[config.mk]
export PLATFORM = sky130hd
export DESIGN_NAME = slhcp_command_port
export DESIGN_NICKNAME = d
export VERILOG_FILES = /design/src/hw/slhcp_pkg.sv /design/src/hw/slhcp_param_mem.sv /design/src/hw/slhcp_command_port.sv
export SDC_FILE = /design/constraint.sdc
export NUM_CORES = 2
export LEC_CHECK = 0
export ABC_AREA = 0
export BUFFER_PORTS_ARGS = -buffer_cell sky130_fd_sc_hd__buf_2
export CAP_MARGIN = 20
export CORE_UTILIZATION = 55
export DETAILED_ROUTE_END_ITERATION = 10
export GPL_TIMING_DRIVEN = 0
export PLACE_DENSITY = 0.71
export SETUP_SLACK_MARGIN = 0.02
export SLEW_MARGIN = 40
export SYNTH_ARGS = -nofsm -noshare
export SYNTH_HDL_FRONTEND = slang
export SYNTH_SLANG_ARGS = --single-unit
[constraint.sdc]
create_clock -name sys_clk -period 5.54 [get_ports sys_clk]
set_input_delay 1.108 -clock sys_clk [delete_from_list [all_inputs] [get_ports sys_clk]]
set_output_delay 1.108 -clock sys_clk [all_outputs]
set_load 0.03 [all_outputs]
[src/hw/slhcp_pkg.sv]
package slhcp_pkg;

   // ----------------------------------------------------------------
   // host register layout
   // ----------------------------------------------------------------
   localparam int BUS_W = 32;
   localparam int CMD_W = 16;
   localparam int DATA_W = 8;
   localparam int MASK_W = 8;
   localparam int REG_IDX_W = 1;
   localparam logic [REG_IDX_W-1:0] REG_CMD_IDX = 1'h0;
   localparam logic [REG_IDX_W-1:0] REG_DATA_IDX = 1'h1;

   // ----------------------------------------------------------------
   // command word fields
   // ----------------------------------------------------------------
   localparam int BIT_IGNORE = 31;
   localparam int BIT_WRITE = 15;
   localparam int BIT_PROC = 14;
   localparam int BIT_REQ = 13;
   localparam int BIT_SYNC = 12;
   localparam int BIT_STARTSTOP = 11;
   localparam int TYPE_LSB = 8;
   localparam int TYPE_W = 3;
   localparam int PARAM_ADDR_W = 8;
   localparam logic [TYPE_W-1:0] TYPE_STOP = 3'h0;
   localparam logic [TYPE_W-1:0] TYPE_START = 3'h1;
   localparam logic [TYPE_W-1:0] TYPE_SETUP = 3'h7;
   localparam logic [CMD_W-1:0] CMD_IDLE = 16'h0000;
   localparam logic [CMD_W-1:0] CMD_STOP_EVERY_CHANNEL = 16'h0800;
   localparam logic [7:0] CMD_START_HIGH = 8'h09;

   // ----------------------------------------------------------------
   // reset values and local parameter table
   // ----------------------------------------------------------------
   localparam logic [DATA_W-1:0] DATA_RESET = 8'h00;
   localparam logic [MASK_W-1:0] MASK_RESET = 8'h00;
   localparam logic [PARAM_ADDR_W-1:0] LOCAL_CNT = 8'h08;

   // ----------------------------------------------------------------
   // timing
   // ----------------------------------------------------------------
   localparam int CLK_PERIOD_PS = 4000;
   localparam int PROC_RESET_NS = 100;
   localparam int PROC_RESET_CYC = (PROC_RESET_NS * 1000 + CLK_PERIOD_PS - 1) / CLK_PERIOD_PS;
   localparam int CNT_W = 8;

   // ----------------------------------------------------------------
   // types
   // ----------------------------------------------------------------
   typedef enum logic [1:0] {
      KIND_SYNC = 2'b00,
      KIND_START = 2'b01,
      KIND_STOP = 2'b10,
      KIND_SETUP = 2'b11
   } slhcp_kind_t;

   typedef enum logic [2:0] {
      ST_IDLE = 3'b000,
      ST_LOOKUP = 3'b001,
      ST_CHAN = 3'b010,
      ST_PRESET = 3'b011,
      ST_FINISH = 3'b100
   } slhcp_state_t;

endpackage : slhcp_pkg

[src/hw/slhcp_param_mem.sv]
`timescale 1ns/1ps
module slhcp_param_mem #(
   parameter int ADDR_W = 8,
   parameter int DATA_W = 8
) (
   input wire logic sys_clk,
   input wire logic srst,
   input wire logic wrEn,
   input wire logic [ADDR_W-1:0] wrAddr,
   input wire logic [DATA_W-1:0] wrData,
   input wire logic [ADDR_W-1:0] rdAddr,
   output logic [DATA_W-1:0] rdData
);

   logic [DATA_W-1:0] mem [0:(1<<ADDR_W)-1];

   // array has no reset: contents are whatever software stored last
   always_ff @(posedge sys_clk) begin
      if (wrEn) begin
         mem[wrAddr] <= wrData;
      end
   end

   // registered read, one cycle behind the address
   always_ff @(posedge sys_clk) begin
      if (srst) begin
         rdData <= '0;
      end else begin
         rdData <= mem[rdAddr];
      end
   end

endmodule : slhcp_param_mem

[src/hw/slhcp_command_port.sv]
`timescale 1ns/1ps
module slhcp_command_port #(
   parameter logic [7:0] ID_IFACE_TYPE = 8'h5A, // arbitrary value
   parameter logic [7:0] ID_MAJOR_REV = 8'h01, // arbitrary value
   parameter logic [7:0] ID_MINOR_REV = 8'h00, // arbitrary value
   parameter logic [7:0] ID_PROC_TYPE = 8'hA5, // arbitrary value
   parameter logic [7:0] CHANNEL_COUNT = 8'h08
) (
   input wire logic sys_clk,
   input wire logic srst,
   input wire logic [slhcp_pkg::REG_IDX_W-1:0] regIdx,
   input wire logic regWr,
   input wire logic regRd,
   input wire logic [slhcp_pkg::BUS_W-1:0] regWrData,
   output logic [slhcp_pkg::BUS_W-1:0] regRdData,
   output logic chanReq,
   output slhcp_pkg::slhcp_kind_t chanKind,
   output logic [slhcp_pkg::MASK_W-1:0] chanMask,
   input wire logic chanDone,
   input wire logic [slhcp_pkg::MASK_W-1:0] chanStatus,
   output logic stop_every_channel_command,
   output logic procReset,
   output logic [slhcp_pkg::MASK_W-1:0] activeMask
);

   // ----------------------------------------------------------------
   // state
   // ----------------------------------------------------------------
   slhcp_pkg::slhcp_state_t state_q;
   slhcp_pkg::slhcp_state_t state_d;
   logic [slhcp_pkg::CMD_W-1:0] cmd_q;
   logic [slhcp_pkg::DATA_W-1:0] data_q;
   logic [slhcp_pkg::CNT_W-1:0] cnt_q;
   logic [slhcp_pkg::DATA_W-1:0] memRdData;

   // ----------------------------------------------------------------
   // write decode
   // ----------------------------------------------------------------
   logic wrCmd;
   logic isStopAll;
   logic accept;
   logic [slhcp_pkg::CMD_W-1:0] newCmd;
   logic [slhcp_pkg::PARAM_ADDR_W-1:0] newAddr;
   logic [slhcp_pkg::TYPE_W-1:0] newType;
   logic isLocal;
   logic isLocalRd;
   logic isLocalWr;
   logic isChanCmd;
   logic memWe;

   assign newCmd = regWrData[slhcp_pkg::CMD_W-1:0];
   assign newAddr = regWrData[slhcp_pkg::PARAM_ADDR_W-1:0];
   assign newType = regWrData[slhcp_pkg::TYPE_LSB +: slhcp_pkg::TYPE_W];
   // bit 31 writes never reach the command logic
   assign wrCmd = regWr && (regIdx == slhcp_pkg::REG_CMD_IDX)
                  && !regWrData[slhcp_pkg::BIT_IGNORE];
   assign isStopAll = wrCmd && (newCmd == slhcp_pkg::CMD_STOP_EVERY_CHANNEL);
   // busy writes other than stop-all are dropped so the readback keeps the old command
   assign accept = wrCmd && !isStopAll && (state_q == slhcp_pkg::ST_IDLE)
                   && (cmd_q == slhcp_pkg::CMD_IDLE)
                   && (newCmd != slhcp_pkg::CMD_IDLE);
   assign isLocal = !regWrData[slhcp_pkg::BIT_PROC] && regWrData[slhcp_pkg::BIT_REQ];
   assign isLocalWr = isLocal && regWrData[slhcp_pkg::BIT_WRITE];
   assign isLocalRd = isLocal && !regWrData[slhcp_pkg::BIT_WRITE];
   assign isChanCmd = !regWrData[slhcp_pkg::BIT_PROC] && !regWrData[slhcp_pkg::BIT_REQ]
                      && (regWrData[slhcp_pkg::BIT_SYNC]
                          || (regWrData[slhcp_pkg::BIT_STARTSTOP]
                              && (newType == slhcp_pkg::TYPE_STOP
                                  || newType == slhcp_pkg::TYPE_START
                                  || newType == slhcp_pkg::TYPE_SETUP)));
   // the first locals are fixed, writes to them are quietly dropped
   assign memWe = accept && isLocalWr && (newAddr >= slhcp_pkg::LOCAL_CNT);

   // fixed local parameter table
   function automatic logic [7:0] localVal(input logic [2:0] a);
      logic [7:0] v;
      v = 8'h00;
      case (a)
         3'h0: v = ID_IFACE_TYPE;
         3'h1: v = 8'h08;
         3'h2: v = ID_MAJOR_REV;
         3'h3: v = ID_MINOR_REV;
         3'h6: v = ID_PROC_TYPE;
         3'h7: v = CHANNEL_COUNT;
         default: v = 8'h00;
      endcase
      return v;
   endfunction : localVal

   // ----------------------------------------------------------------
   // command sequencer
   // ----------------------------------------------------------------
   // next state: stop-all overrides anything in flight
   always_comb begin
      state_d = state_q;
      case (state_q)
         slhcp_pkg::ST_IDLE: begin
            if (accept) begin
               if (regWrData[slhcp_pkg::BIT_PROC]) begin
                  state_d = slhcp_pkg::ST_PRESET;
               end else if (isLocalRd && newAddr >= slhcp_pkg::LOCAL_CNT) begin
                  state_d = slhcp_pkg::ST_LOOKUP;
               end else if (isChanCmd) begin
                  state_d = slhcp_pkg::ST_CHAN;
               end else begin
                  state_d = slhcp_pkg::ST_FINISH;
               end
            end
         end
         slhcp_pkg::ST_LOOKUP: state_d = slhcp_pkg::ST_FINISH;
         slhcp_pkg::ST_CHAN: begin
            if (chanDone) begin
               state_d = slhcp_pkg::ST_FINISH;
            end
         end
         slhcp_pkg::ST_PRESET: begin
            if (cnt_q == '0) begin
               state_d = slhcp_pkg::ST_FINISH;
            end
         end
         slhcp_pkg::ST_FINISH: state_d = slhcp_pkg::ST_IDLE;
         default: state_d = slhcp_pkg::ST_IDLE;
      endcase
      if (isStopAll) begin
         state_d = slhcp_pkg::ST_FINISH;
      end
   end

   always_ff @(posedge sys_clk) begin
      if (srst) begin
         state_q <= slhcp_pkg::ST_IDLE;
      end else begin
         state_q <= state_d;
      end
   end

   // command word: stop-all first, then completion, then a fresh command
   always_ff @(posedge sys_clk) begin
      if (srst) begin
         cmd_q <= slhcp_pkg::CMD_IDLE;
      end else if (isStopAll) begin
         cmd_q <= slhcp_pkg::CMD_STOP_EVERY_CHANNEL;
      end else if (state_q == slhcp_pkg::ST_FINISH) begin
         cmd_q <= slhcp_pkg::CMD_IDLE;
      end else if (accept) begin
         cmd_q <= newCmd;
      end
   end

   // processor reset hold time
   always_ff @(posedge sys_clk) begin
      if (srst) begin
         cnt_q <= '0;
         procReset <= 1'b0;
      end else begin
         procReset <= (state_d == slhcp_pkg::ST_PRESET);
         if (state_q == slhcp_pkg::ST_IDLE) begin
            cnt_q <= slhcp_pkg::CNT_W'(slhcp_pkg::PROC_RESET_CYC - 1);
         end else if (cnt_q != '0) begin
            cnt_q <= cnt_q - 1'b1;
         end
      end
   end

   // ----------------------------------------------------------------
   // data register
   // ----------------------------------------------------------------
   // hardware results win over a host write in the same cycle
   always_ff @(posedge sys_clk) begin
      if (srst) begin
         data_q <= slhcp_pkg::DATA_RESET;
      end else if (state_q == slhcp_pkg::ST_LOOKUP) begin
         data_q <= memRdData;
      end else if (state_q == slhcp_pkg::ST_CHAN && chanDone) begin
         data_q <= chanStatus;
      end else if (accept && isLocalRd && newAddr < slhcp_pkg::LOCAL_CNT) begin
         data_q <= localVal(newAddr[2:0]);
      end else if (regWr && regIdx == slhcp_pkg::REG_DATA_IDX) begin
         data_q <= regWrData[slhcp_pkg::DATA_W-1:0];
      end
   end

   // writable locals live in a small memory, filled from the data byte
   slhcp_param_mem #(
      .ADDR_W(slhcp_pkg::PARAM_ADDR_W),
      .DATA_W(slhcp_pkg::DATA_W)
   ) u_mem (
      .sys_clk(sys_clk),
      .srst(srst),
      .wrEn(memWe),
      .wrAddr(newAddr),
      .wrData(data_q),
      .rdAddr(newAddr),
      .rdData(memRdData)
   );

   // ----------------------------------------------------------------
   // channel request
   // ----------------------------------------------------------------
   // request held as a level until the channel side answers or a stop-all drops it
   always_ff @(posedge sys_clk) begin
      if (srst) begin
         chanReq <= 1'b0;
         chanKind <= slhcp_pkg::KIND_SYNC;
         chanMask <= slhcp_pkg::MASK_RESET;
      end else if (isStopAll) begin
         chanReq <= 1'b0;
      end else if (accept && isChanCmd) begin
         chanReq <= 1'b1;
         chanMask <= regWrData[slhcp_pkg::MASK_W-1:0];
         if (regWrData[slhcp_pkg::BIT_SYNC]) begin
            chanKind <= slhcp_pkg::KIND_SYNC;
         end else if (newType == slhcp_pkg::TYPE_START) begin
            chanKind <= slhcp_pkg::KIND_START;
         end else if (newType == slhcp_pkg::TYPE_SETUP) begin
            chanKind <= slhcp_pkg::KIND_SETUP;
         end else begin
            chanKind <= slhcp_pkg::KIND_STOP;
         end
      end else if (chanDone) begin
         chanReq <= 1'b0;
      end
   end

   // started channels: status bits mark the ones that failed
   always_ff @(posedge sys_clk) begin
      if (srst) begin
         activeMask <= slhcp_pkg::MASK_RESET;
         stop_every_channel_command <= 1'b0;
      end else begin
         stop_every_channel_command <= isStopAll;
         if (isStopAll) begin
            activeMask <= slhcp_pkg::MASK_RESET;
         end else if (state_q == slhcp_pkg::ST_CHAN && chanDone) begin
            if (chanKind == slhcp_pkg::KIND_START || chanKind == slhcp_pkg::KIND_SETUP) begin
               activeMask <= activeMask | (chanMask & ~chanStatus);
            end else if (chanKind == slhcp_pkg::KIND_STOP) begin
               activeMask <= activeMask & ~chanMask;
            end
         end
      end
   end

   // ----------------------------------------------------------------
   // read port
   // ----------------------------------------------------------------
   // one cycle of read latency; upper bits read as zero
   always_ff @(posedge sys_clk) begin
      if (srst) begin
         regRdData <= '0;
      end else if (regRd) begin
         if (regIdx == slhcp_pkg::REG_CMD_IDX) begin
            regRdData <= {16'h0000, cmd_q};
         end else begin
            regRdData <= {24'h000000, data_q};
         end
      end
   end

   // ----------------------------------------------------------------
   // checks
   // ----------------------------------------------------------------
   localparam int PresetMax = slhcp_pkg::PROC_RESET_CYC + 2;
endmodule : slhcp_command_port

==> impl_metrics.toml <==
[sta]
holdWs_ns = 0.475
setup-violations-final = 290
fin_setup_tns_ns = -25.68
timing_hold_violations_final = 0
timing_worst_slew_pin_value_ns = 1.09
final_min_period_over_clock_period_pct = 104
finalCriticalPeriod_ns = 5.76
timing.max_slew.rel_slack_pct = 26.8
final_max_slew_viol_count = 0
max_freq_mhz = 173
setup_repair_after_global_routing_missed_its_margin = "false"
postLayoutSetupSlackWorst_ns = -0.224
skew_ns = 0.0502

[cts]
cts-root-buf = "sky130_fd_sc_hd__clkbuf_16"
clkLatencyLatePin_ns = 0.89
postCtsSetupBuffers = 0
clock_tree.buffer_depth = 3
cts_sink_count = 2128
numCtsBuffers = 202
number_of_buffers_inserted_for_hold_repair_after_clock_tree_synthesis = 0
cts_tree = "done"
clkTransAtPathRegs_ns = 0.06
h_tree_levels = 4

[cells_and_area]
finish.cell_count_without_fillers = 6761
drive_gt1_share_pct = 29.1
area_grow_syn2layout_pct = 14.2
finish.net_count = 4604

[critical_path]
timing.setup.critical_path_class = "in2reg"
critical-path-slowest-cell = "sky130_fd_sc_hd__nor2_1"
regToRegEndpoint = "u_mem.mem[215][7]"
critical-path-max-stage-delay_ns = 0.78
max_fo_critical_path = 10
worst_ep_arrival_time_ns = 6.27
cp_cell_sequence = "buf_6, buf_6, buf_4, inv_1, buf_2, clkbuf_4, nand2_1, nor2_1, nand2_1, buf_2, nor2_1"
cp_data_required_time_ns = 6.05
worst-path-buf-inv = 7
timing.reg2reg.setup_slack_ns = 0.65
crit_path_end_kind = "flip-flop"
reg2reg_from = "state_q[1]"
worst-r2r-cell-count = 10
startpoint_type = "primary input"
category_of_cells_accounting_for_the_largest_share_of_critical_path_delay = "buffers and inverters"

[pwr]
worst_ir_drop_vdd_uv = 361
cellPowerDensity_nw_per_um2 = 362
power.leakage_nw = 30.6
finalPower_mw = 34.4

[synth]
share_of_the_synthesized_area_in_compound_gates_ao_oa_aoi_oai_pct = 3.05
synth_top_family_by_area = "multiplexers"
synthDominantAreaCellType = "sky130_fd_sc_hd__edfxtp_1"
post_synth_fa_ha_maj_area_fraction_pct = 0.0150
synthMuxAreaShare_pct = 15.3
yosys_register_bits = 2128
netlist_top_cells_count = "sky130_fd_sc_hd__edfxtp_1, sky130_fd_sc_hd__mux4_2, sky130_fd_sc_hd__nor2_1, sky130_fd_sc_hd__nand2_1, sky130_fd_sc_hd__mux2i_1"
syn-instance-count = 4146
synth_area_per_cell_um2 = 20.1
post_synth_main_area_contributors = "sky130_fd_sc_hd__edfxtp_1, sky130_fd_sc_hd__mux4_2, sky130_fd_sc_hd__dfxtp_1, sky130_fd_sc_hd__mux2i_1, sky130_fd_sc_hd__nor2_1"
yosysWarningCount = 0
yosysMostFrequentCell = "sky130_fd_sc_hd__edfxtp_1"
syn-cell-area_um2 = 83400
yosys_most_used_dff = "sky130_fd_sc_hd__edfxtp_1"
synth_simple_gate_area_share_pct = 3.94
ys_seq_area_share_pct = 75.7
synth_edf_count = 2048
post-synth-top-area-fraction_pct = 73.8
synth-xor-area-share_pct = 0.0420
number_of_unique_standard_cell_types_used_by_synthesis = 84
share_of_synthesized_registers_carrying_an_async_set_or_reset_pct = 0

[global_route]
grt.total_usage_pct = 41.5
grt_start_max_net_pins = 65
antenna_found_initial = 19
congestion_overflow_gr = 0
grt_pass1_wl_mm = 410
grt_pass1_vias = 45400

[floorplanning]
initial_utilization_pct = 55.5
die_area_um2 = 153000
fp-row-count = 142
core_box_area_um2 = 150000
dieHeight_um = 391
chipWidth_um = 391
num_io_pins = 99

[outcome]
run_status = "complete, but fails checks"
failed_checks = "negative setup slack"

[hold_path]
timing.hold.worst_path_depth = 2
holdCritStartpoint = "regRdData[13]"
hold_path_end = "regRdData[13]"
min-delay-path-class = "reg2reg"

[place]
io_buffers = 62
place.detailed.hpwl_mm = 208
pre_cts_setup_slack_ns = -1.22
place.gp.congestion = 1.07
place.detailed.instances = 6369

[drt]
final_antenna_net_count = 0
route.vias.total = 49900
dr.first_iter.drc_count = 10700
route.final.wire_length_mm = 316
post_drt_via_cell_ratio = 7.38
wl_per_cell_um = 46.7
first_pass_iters = 9
drc = 0

[flow_run]
max-cap-violations = 0
-- worst register-to-register path, stage by stage (launching register included) --
cell and delay [ns]:
sky130_fd_sc_hd__dfxtp_1 0.29, sky130_fd_sc_hd__buf_2 0.17, sky130_fd_sc_hd__or3_1 0.46, sky130_fd_sc_hd__nand2b_4 0.22, sky130_fd_sc_hd__nor4_4 0.38, sky130_fd_sc_hd__nand4_2 0.39, sky130_fd_sc_hd__nor3_2 0.52, sky130_fd_sc_hd__nand2_1 0.67
sky130_fd_sc_hd__clkbuf_2 0.51, sky130_fd_sc_hd__buf_16 0.27, sky130_fd_sc_hd__nor2_1 0.66
-- metrics by stage --
step	instance area [µm²]	util, %
2_1_floorplan	83700	-
3_3_place_gp	86500	57.6
3_5_place_dp	88400	58.9
4_1_cts	95000	63.3
5_1_grt	95100	63.4
6_report	95200	63.4
-- what timing repair did --
item,4_1_cts,5_1_grt
gates resized for setup,6,4
endpoints found under the hold margin,0,0
endpoints found under the setup margin,224,80
-- worst max path at each step --
| stage | startpoint | end | slack [ns] | cells past startpoint |
|---|---|---|---|---|
| after floorplan | data_q[0] | u_mem.mem[0][0] | 1.27 | 0 |
| after global routing | regWrData[0] | u_mem.mem[134][7] | 0.04 | 11 |
| after detailed placement | regWrData[1] | u_mem.mem[182][1] | -1.22 | 11 |
| after global placement | data_q[5] | u_mem.mem[224][5] | -2.64 | 0 |
| after CTS | regWrData[0] | u_mem.mem[86][6] | 0.08 | 11 |
| final | regWrData[0] | u_mem.mem[86][3] | -0.22 | 11 |
-- area by class of cell --
| cell class | count | area, µm² |
|---|---|---|
| timing repair buffer | 129 | 1660 |
| clock inverter | 108 | 1140 |
| buffer | 275 | 1680 |
| tap | 2016 | 2520 |
| fill | 10100 | 54900 |
| multi-input combinational | 1808 | 19600 |
| sequential | 2128 | 63100 |
| inverter | 13 | 48.8 |
| clock buffer | 263 | 5410 |
| antenna | 21 | 52.6 |
-- sequential cells by signal, summed over array words and instances (netlist names) --
| signal | flops |
|---|---|
| chanKind | 2 |
| u_mem.rdData | 8 |
| cmd_q | 16 |
| stop_every_channel_command | 1 |
| data_q | 8 |
| chanMask | 8 |
| procReset | 1 |
| u_mem.mem | 2048 |
| state_q | 3 |
| activeMask | 8 |
| chanReq | 1 |
| cnt_q | 8 |
| regRdData | 16 |
-- placed cells by master, fill, tap and decap left out, drive strengths merged, types with 8 or more instances in the layout --
cell    synthesis  layout
buf           189     315
diode           0      21
dfxtp          80      80
clkbuf         87     352
a221oi         18      18
o21ai          18      18
o211ai         15      15
a211oi         29      29
o22ai          12      12
nor2          344     344
clkinv          0      83
conb            1      80
nand2b         22      22
a22o           11      11
edfxtp       2048    2048
nand4          15      15
o311ai          8       8
mux2i         147     147
a32o            8       8
bufinv          0      17
a22oi          70      70
nand3          40      40
nand2         163     163
mux2            8       8
a21oi          87      87
nand3b         11      11
nor2b          11      11
or3            12      12
mux4          497     497
and3            8       8
a31oi          20      20
nor4           16      16
inv            13      18
a32oi          16      16
nor4bb          8       8
nor3           29      29
-- where the power goes --
part	leakage, nW	internal (mW)	switching, mW	total [mW]
Clock	3.19	7.70	6.20	13.9
Sequential	19.6	17.9	0.0838	17.9
Combinational	7.85	0.714	1.87	2.58
-- routing by layer --
metal | wire length, µm | share of wire (%) | GRT usage, %
met5 | 329 | 0.10 | 0.542
met4 | 27300 | 8.6 | 29.2
met3 | 56600 | 18 | 20.8
met2 | 130000 | 41 | 56.2
met1 | 101000 | 32 | 51.8
-- logic make-up (layout without fill, tap and decap cells) --
group	Yosys count	count (layout)
muxes	652	652
xor gates and xnor gates	4	4
adders and majority gates	1	1
DFF	2128	2128
AOI/OAI and AO/OA	359	359
and+or+nand+nor	712	712
other	1	101
buffers and inverters	289	788
Note: power is estimated with default switching activity, not from simulation.
